==> config.mk <==
export PLATFORM = sky130hd
export DESIGN_NAME = serial_baud_rate_generator
export DESIGN_NICKNAME = d
export VERILOG_FILES = /design/src/rate_gen_pkg.sv /design/src/sample_if.sv /design/src/receive_majority_voter.sv /design/src/serial_baud_rate_generator.sv
export SDC_FILE = /design/constraint.sdc
export NUM_CORES = 1
export LEC_CHECK = 0
export BUFFER_PORTS_ARGS = -buffer_cell sky130_fd_sc_hd__clkbuf_2
export CORE_UTILIZATION = 65
export CTS_CLUSTER_SIZE = 16
export DETAILED_ROUTE_END_ITERATION = 8
export PLACE_DENSITY = 0.95
export SLEW_MARGIN = 40
export SYNTH_ARGS = -nofsm -noshare
export SYNTH_HDL_FRONTEND = slang
export SYNTH_SLANG_ARGS = --single-unit
export TNS_END_PERCENT = 10
==> constraint.sdc <==
create_clock -name sys_clk -period 5.6 [get_ports sys_clk]
set_input_delay 1.12 -clock sys_clk [delete_from_list [all_inputs] [get_ports sys_clk]]
set_output_delay 1.12 -clock sys_clk [all_outputs]
set_load 0.03 [all_outputs]
==> src/rate_gen_pkg.sv <==
// Constants and helpers shared by the baud rate generator files
package rate_gen_pkg;

   // ------------------------------------------------------------
   // Widths
   // ------------------------------------------------------------
   localparam int DIVISOR_WIDTH  = 16;
   localparam int BYTE_WIDTH     = 8;
   localparam int PRESCALE_WIDTH = 7;
   localparam int VOTE_WIDTH     = 3;

   // ------------------------------------------------------------
   // Reset value and other constants
   // ------------------------------------------------------------
   localparam logic [DIVISOR_WIDTH-1:0]  DIVISOR_RESET  = 16'h0000;
   localparam logic [DIVISOR_WIDTH-1:0]  COUNT_ONE      = 16'h0001;
   localparam logic [BYTE_WIDTH-1:0]     HIGH_BYTE_ZERO = 8'h00;
   localparam logic [PRESCALE_WIDTH-1:0] PRESCALE_ONE   = 7'h01;

   // ------------------------------------------------------------
   // Divide factors applied after the divisor timer
   // ------------------------------------------------------------
   localparam logic [PRESCALE_WIDTH-1:0] FACTOR_ASYNC_SLOW = 7'h40;
   localparam logic [PRESCALE_WIDTH-1:0] FACTOR_ASYNC_FAST = 7'h10;
   localparam logic [PRESCALE_WIDTH-1:0] FACTOR_SYNC       = 7'h04;

   // ------------------------------------------------------------
   // Receive voting
   // ------------------------------------------------------------
   localparam logic [1:0] SAMPLE_LAST = 2'h2;
   localparam logic [1:0] SAMPLE_ONE  = 2'h1;

   // Last prescale count before a bit tick
   function automatic logic [PRESCALE_WIDTH-1:0] prescale_limit(
      input logic sync_mode,
      input logic wide_sel,
      input logic high_sel);
      logic [PRESCALE_WIDTH-1:0] factor;
      // Async with both selects set shares the sync factor
      factor = FACTOR_SYNC;
      if (!sync_mode) begin
         if (!wide_sel && !high_sel) begin
            factor = FACTOR_ASYNC_SLOW;
         end else if (wide_sel ^ high_sel) begin
            factor = FACTOR_ASYNC_FAST;
         end
      end
      return factor - PRESCALE_ONE;
   endfunction

   function automatic logic majority(input logic [VOTE_WIDTH-1:0] s);
      return (s[0] & s[1]) | (s[1] & s[2]) | (s[0] & s[2]);
   endfunction

endpackage

==> src/sample_if.sv <==
// Carrier between the rate timer and the receive voter
`timescale 1ns/1ps
interface sample_if;
   logic strobe;
   logic pin;
   logic clear;
   logic level;
   logic valid;

   modport source (output strobe, output pin, output clear,
                   input level, input valid);
   modport voter  (input strobe, input pin, input clear,
                   output level, output valid);
endinterface

==> src/receive_majority_voter.sv <==
// Three-sample majority vote of the receive pin
`timescale 1ns/1ps
module receive_majority_voter (
   input  wire logic sys_clk,
   input  wire logic reset_n,
   sample_if.voter   smp
);

   logic [rate_gen_pkg::VOTE_WIDTH-1:0] shift_q, shift_d;
   logic [1:0]                          count_q, count_d;
   logic                                level_q, level_d;
   logic                                valid_q, valid_d;

   // ------------------------------------------------------------
   // Voting
   // ------------------------------------------------------------
   always_comb begin
      shift_d = shift_q;
      count_d = count_q;
      level_d = level_q;
      valid_d = 1'b0;
      if (smp.clear) begin
         count_d = '0;
      end else if (smp.strobe) begin
         shift_d = {shift_q[1:0], smp.pin};
         if (count_q == rate_gen_pkg::SAMPLE_LAST) begin
            count_d = '0;
            valid_d = 1'b1;
            level_d = rate_gen_pkg::majority(shift_d);
         end else begin
            count_d = count_q + rate_gen_pkg::SAMPLE_ONE;
         end
      end
   end

   always_ff @(posedge sys_clk or negedge reset_n) begin
      if (!reset_n) begin
         shift_q <= '1;
         count_q <= '0;
         level_q <= 1'b1;
         valid_q <= 1'b0;
      end else begin
         shift_q <= shift_d;
         count_q <= count_d;
         level_q <= level_d;
         valid_q <= valid_d;
      end
   end

   assign smp.level = level_q;
   assign smp.valid = valid_q;
endmodule // receive_majority_voter

==> src/serial_baud_rate_generator.sv <==
// Baud rate generator: divisor timer, rate prescaler and receive sampling
`timescale 1ns/1ps
module serial_baud_rate_generator (
   input  wire logic                                 sys_clk,
   input  wire logic                                 reset_n,
   input  wire logic [rate_gen_pkg::BYTE_WIDTH-1:0]  write_data,
   input  wire logic                                 divisor_low_write,
   input  wire logic                                 divisor_high_write,
   input  wire logic                                 wide_counter_select,
   input  wire logic                                 high_speed_select,
   input  wire logic                                 sync_mode,
   input  wire logic                                 clock_master,
   input  wire logic                                 receive_pin,
   output logic                                      rate_tick_q,
   output logic                                      baud_tick_q,
   output logic                                      receive_level,
   output logic                                      receive_level_valid
);

   localparam int DW = rate_gen_pkg::DIVISOR_WIDTH;
   localparam int PW = rate_gen_pkg::PRESCALE_WIDTH;

   logic [DW-1:0] divisor_q, divisor_d;
   logic [DW-1:0] count_q, count_d;
   logic [PW-1:0] prescale_q, prescale_d;
   logic          rate_tick_d, baud_tick_d;
   logic [DW-1:0] limit;
   logic [PW-1:0] plimit, pmid;
   logic          divisor_write, run, wrap;

   sample_if smp ();

   // ------------------------------------------------------------
   // Mode decode
   // ------------------------------------------------------------
   assign divisor_write = divisor_low_write | divisor_high_write;
   // Slave in sync mode takes its clock from outside
   assign run = !sync_mode || clock_master;
   assign limit = wide_counter_select ? divisor_q
                : {rate_gen_pkg::HIGH_BYTE_ZERO,
                   divisor_q[rate_gen_pkg::BYTE_WIDTH-1:0]};
   // High speed select has no effect once sync is set
   assign plimit = rate_gen_pkg::prescale_limit(sync_mode,
                      wide_counter_select, high_speed_select);
   assign pmid = plimit >> 1;
   // Compare with >= so a narrowed limit never strands the count
   assign wrap = count_q >= limit;

   // ------------------------------------------------------------
   // Divisor timer and prescaler
   // ------------------------------------------------------------
   always_comb begin
      divisor_d   = divisor_q;
      count_d     = count_q;
      prescale_d  = prescale_q;
      rate_tick_d = 1'b0;
      baud_tick_d = 1'b0;
      if (divisor_low_write) begin
         divisor_d[rate_gen_pkg::BYTE_WIDTH-1:0] = write_data;
      end
      if (divisor_high_write) begin
         divisor_d[DW-1:rate_gen_pkg::BYTE_WIDTH] = write_data;
      end
      if (divisor_write) begin
         count_d    = '0;
         prescale_d = '0;
      end else if (run) begin
         if (wrap) begin
            count_d     = '0;
            rate_tick_d = 1'b1;
            if (prescale_q >= plimit) begin
               prescale_d  = '0;
               baud_tick_d = 1'b1;
            end else begin
               prescale_d = prescale_q + rate_gen_pkg::PRESCALE_ONE;
            end
         end else begin
            // Counts core clock edges directly
            count_d = count_q + rate_gen_pkg::COUNT_ONE;
         end
      end
   end

   always_ff @(posedge sys_clk or negedge reset_n) begin
      if (!reset_n) begin
         divisor_q   <= rate_gen_pkg::DIVISOR_RESET;
         count_q     <= '0;
         prescale_q  <= '0;
         rate_tick_q <= 1'b0;
         baud_tick_q <= 1'b0;
      end else begin
         divisor_q   <= divisor_d;
         count_q     <= count_d;
         prescale_q  <= prescale_d;
         rate_tick_q <= rate_tick_d;
         baud_tick_q <= baud_tick_d;
      end
   end

   // ------------------------------------------------------------
   // Receive sampling around the middle of each bit
   // ------------------------------------------------------------
   // Three consecutive timer ticks centred on the bit middle
   assign smp.strobe = run && !divisor_write && wrap &&
                       (prescale_q + rate_gen_pkg::PRESCALE_ONE >= pmid) &&
                       (prescale_q <= pmid + rate_gen_pkg::PRESCALE_ONE);
   assign smp.pin   = receive_pin;
   assign smp.clear = divisor_write;

   receive_majority_voter u_voter (
      .sys_clk (sys_clk),
      .reset_n (reset_n),
      .smp     (smp.voter)
   );

   assign receive_level       = smp.level;
   assign receive_level_valid = smp.valid;
endmodule // serial_baud_rate_generator

==> flow_metrics.tcl <==
set metrics [dict create \
    async_flop_share_pct 100 \
    avgRoutedWirePerCell_um 17.8 \
    cts_tree "done" \
    status "finished, final reports clean" \
    synth_commonest_cells "44 x dfrtp_1, 42 x nand2_1, 30 x ha_1" \
    rr_worst_depth 8 \
    first_pass_iters 6 \
    num_rows 23 \
    peakVddDrop_uv 204 \
    postCtsSetupBuffers 0 \
    period_needed_ps 3260 \
    drive_above_1_share_pct 16.5 \
    cts_hold_buf 0 \
    cts-buffers-inserted 5 \
    io_buffers 20 \
    r2r-end "u_voter.shift_q[0]$_DFFE_PN1P_" \
    grt_pass1_vias 2294 \
    synth_cells 288 \
    cts_sinks 47 \
    yosys.area.top_type_share_pct 38.2 \
    critPathKind "input port to register" \
    drt_iter0_drc 200 \
    maxCapViolCount 0 \
    core_area_um2 4120 \
    clk_path_buf_depth 2 \
    start_util_pct 70.0 \
    setup_violations 0 \
    yosysMostFrequentCell "dfrtp_1" \
    ctsRootBufferMaster "clkbuf_8" \
    synthDistinctLibCells 50 \
    areaGrowthSynthToFinish_pct 9.21 \
    synth_area_um2 2880 \
    layout.nets 355 \
    worstPathArrival_ps 3500 \
    vias 2218 \
    io_pins 21 \
    p_leak_nw 1.53 \
    insertion_delay_ps 320 \
    h-tree-depth 2 \
    ant_nets 0 \
    grt_pass1_wl_um 10700 \
    slew_viol_final 0 \
    grt_max_degree 48 \
    r2r_slack_ps 3000 \
    dp_hpwl_um 4650 \
    crit_fanout 12 \
    grt_setup_unrepaired "false" \
    postSynthAreaPerCell_um2 10.0 \
    setup-tns-final_ps 0 \
    r2r_start "prescale_q[2]$_DFFE_PN0P_" \
    grt_remaining_overflow 0 \
    power_uw 735 \
    synth_seq_cells 47 \
    totalWireLength_um 6380 \
    relSlewSlack_pct 55.5 \
    ys_warn_count 0 \
    hold_end "divisor_q[13]$_DFFE_PN0P_" \
    viasPerCell 6.18 \
    hold_class "register to register" \
    synth-main-ff-cell "dfrtp_1" \
    die_y_um 68.6 \
    place.gp.congestion 0.935 \
    antenna_cells 0 \
    hold_viol_final 0 \
    tightest_slew_ps 661 \
    die-area_um2 4700 \
    cp_slowest_cell "a2111oi_4" \
    yosys.area.top_type "dfrtp_1" \
    post-route-period-util_pct 58.3 \
    whs_path_depth 1 \
    netlist_top_cells_area "dfrtp_1 38%, ha_1 13%, nand2_1 5.5%" \
    seq_area_frac_synth_pct 41.0 \
    antenna_found_initial 0 \
    required_ps 5830 \
    synthesis.nets 335 \
    cts_resized 0 \
    slowest_delay_ps 420 \
    clkTransAtPathRegs_ps 90 \
    hold_start "divisor_q[13]$_DFFE_PN0P_" \
    crit_path_end_kind "register" \
    fillCellCount 270 \
    crit_chain "clkbuf_2 -> nand2_1 -> ha_1 -> nand4_2 -> a2111oi_4 -> a32oi_4 -> a21boi_4 -> and3_1 -> mux2_4" \
    grt_usage_pct 32.2 \
    start_kind "input port" \
    fmax_ghz 0.306 \
    synth_edf_count 0 \
    p_per_area_nw_per_um2 234 \
    die_w_um 68.6 \
    drc 0 \
    fin_worst_skew_ps 21.9 \
]
-- per-stage QoR --
| step | instances | hold WS, ps | utilization (%) | worst slack (ps) | area, um2 |
|---|---|---|---|---|---|
| 2_1_floorplan | 288 | 480 | - | 2280 | 2880 |
| 3_3_place_gp | 351 | 495 | 73.1 | 2230 | 3010 |
| 3_5_place_dp | 351 | 508 | 73.2 | 2050 | 3010 |
| 4_1_cts | 359 | 534 | 76.4 | 2370 | 3140 |
| 5_1_grt | 359 | 550 | 76.4 | 2200 | 3140 |
| 6_report | 359 | 525 | 76.4 | 2340 | 3140 |
-- worst max path at each step --
| stage | end | slack (ps) | cells after the start | start |
|---|---|---|---|---|
| floorplan | u_voter.shift_q[0]$_DFFE_PN1P_ | 2280 | 10 | wide_counter_select |
| global placement | u_voter.shift_q[0]$_DFFE_PN1P_ | 2230 | 9 | wide_counter_select |
| detailed placement | u_voter.shift_q[1]$_DFFE_PN1P_ | 2050 | 9 | wide_counter_select |
| CTS | u_voter.shift_q[0]$_DFFE_PN1P_ | 2370 | 9 | wide_counter_select |
| global route | u_voter.shift_q[0]$_DFFE_PN1P_ | 2200 | 9 | wide_counter_select |
| finish | u_voter.shift_q[0]$_DFFE_PN1P_ | 2340 | 9 | wide_counter_select |
-- cells by family (layout without fill, tap and decap cells) --
family / count (synthesis) / count (layout) / share of synthesized area (%)
buf+inv: 24 / 45 / 3.82
mux: 14 / 14 / 5.65
compound gates: 54 / 54 / 14.4
flops: 47 / 47 / 41.0
fa+ha+maj: 31 / 31 / 13.4
xor+xnor: 17 / 17 / 5.17
simple gates: 100 / 100 / 16.5
other cells: 1 / 1 / 0.130
-- worst max-delay path, delay by kind of cell --
kind,cells,cell delay (ps)
adders and majority gates,1,340
buffers and inverters,1,210
AOI/OAI and AO/OA,3,820
and+or+nand+nor,3,670
muxes,1,330
-- placed cells by master, fill, tap and decap left out, drive strengths merged, types with 2 or more instances in the layout --
cell and n:
dfrtp 44, nand2 42, ha 30, clkbuf 26
o21ai 20, nor2 16, inv 15, mux2 12
xor2 10, nand3 10, xnor2 7, a21oi 6
nor3 6, a21o 5, nand2b 5, a211oi 5
nor2b 4, and3 4, nand4 4, or3 3
dfstp 3, a2111o 2, o21bai 2, and4 2
a31oi 2, mux2i 2, bufinv 2, buf 2
a21boi 2
-- report_power, final --
part           switching, mW  internal (mW)  total (mW)
Combinational         0.0486         0.0299      0.0785
Sequential           0.00692          0.351       0.358
Clock                  0.120          0.178       0.299
-- cell type report --
| class | count | area [um2] | area share [%] |
|---|---|---|---|
| multi-input cells | 217 | 1600 | 50.7 |
| flip-flops and latches | 47 | 1180 | 37.5 |
| repair buffers | 22 | 118 | 3.74 |
| clock buffers | 6 | 72.6 | 2.31 |
| well taps | 50 | 62.6 | 1.99 |
| clock inverters | 2 | 60.1 | 1.91 |
| inverters | 15 | 56.3 | 1.79 |
-- metal layers --
layer,routed length [um],vias up,global-route usage [%]
met2,3070,75,54.4
met5,0,-,0
li1,-,1055,-
met1,2760,1063,38.8
met4,191,0,14.3
met3,358,25,7.57
-- state kept, by name, summed over array words and instances (netlist names) --
name,flops
u_voter.count_q,2
divisor_q,16
u_voter.smp.valid,1
u_voter.smp.level,1
count_q,16
rate_tick_q,1
u_voter.shift_q,2
prescale_q,7
baud_tick_q,1
Power figures use the tool's default switching activity.
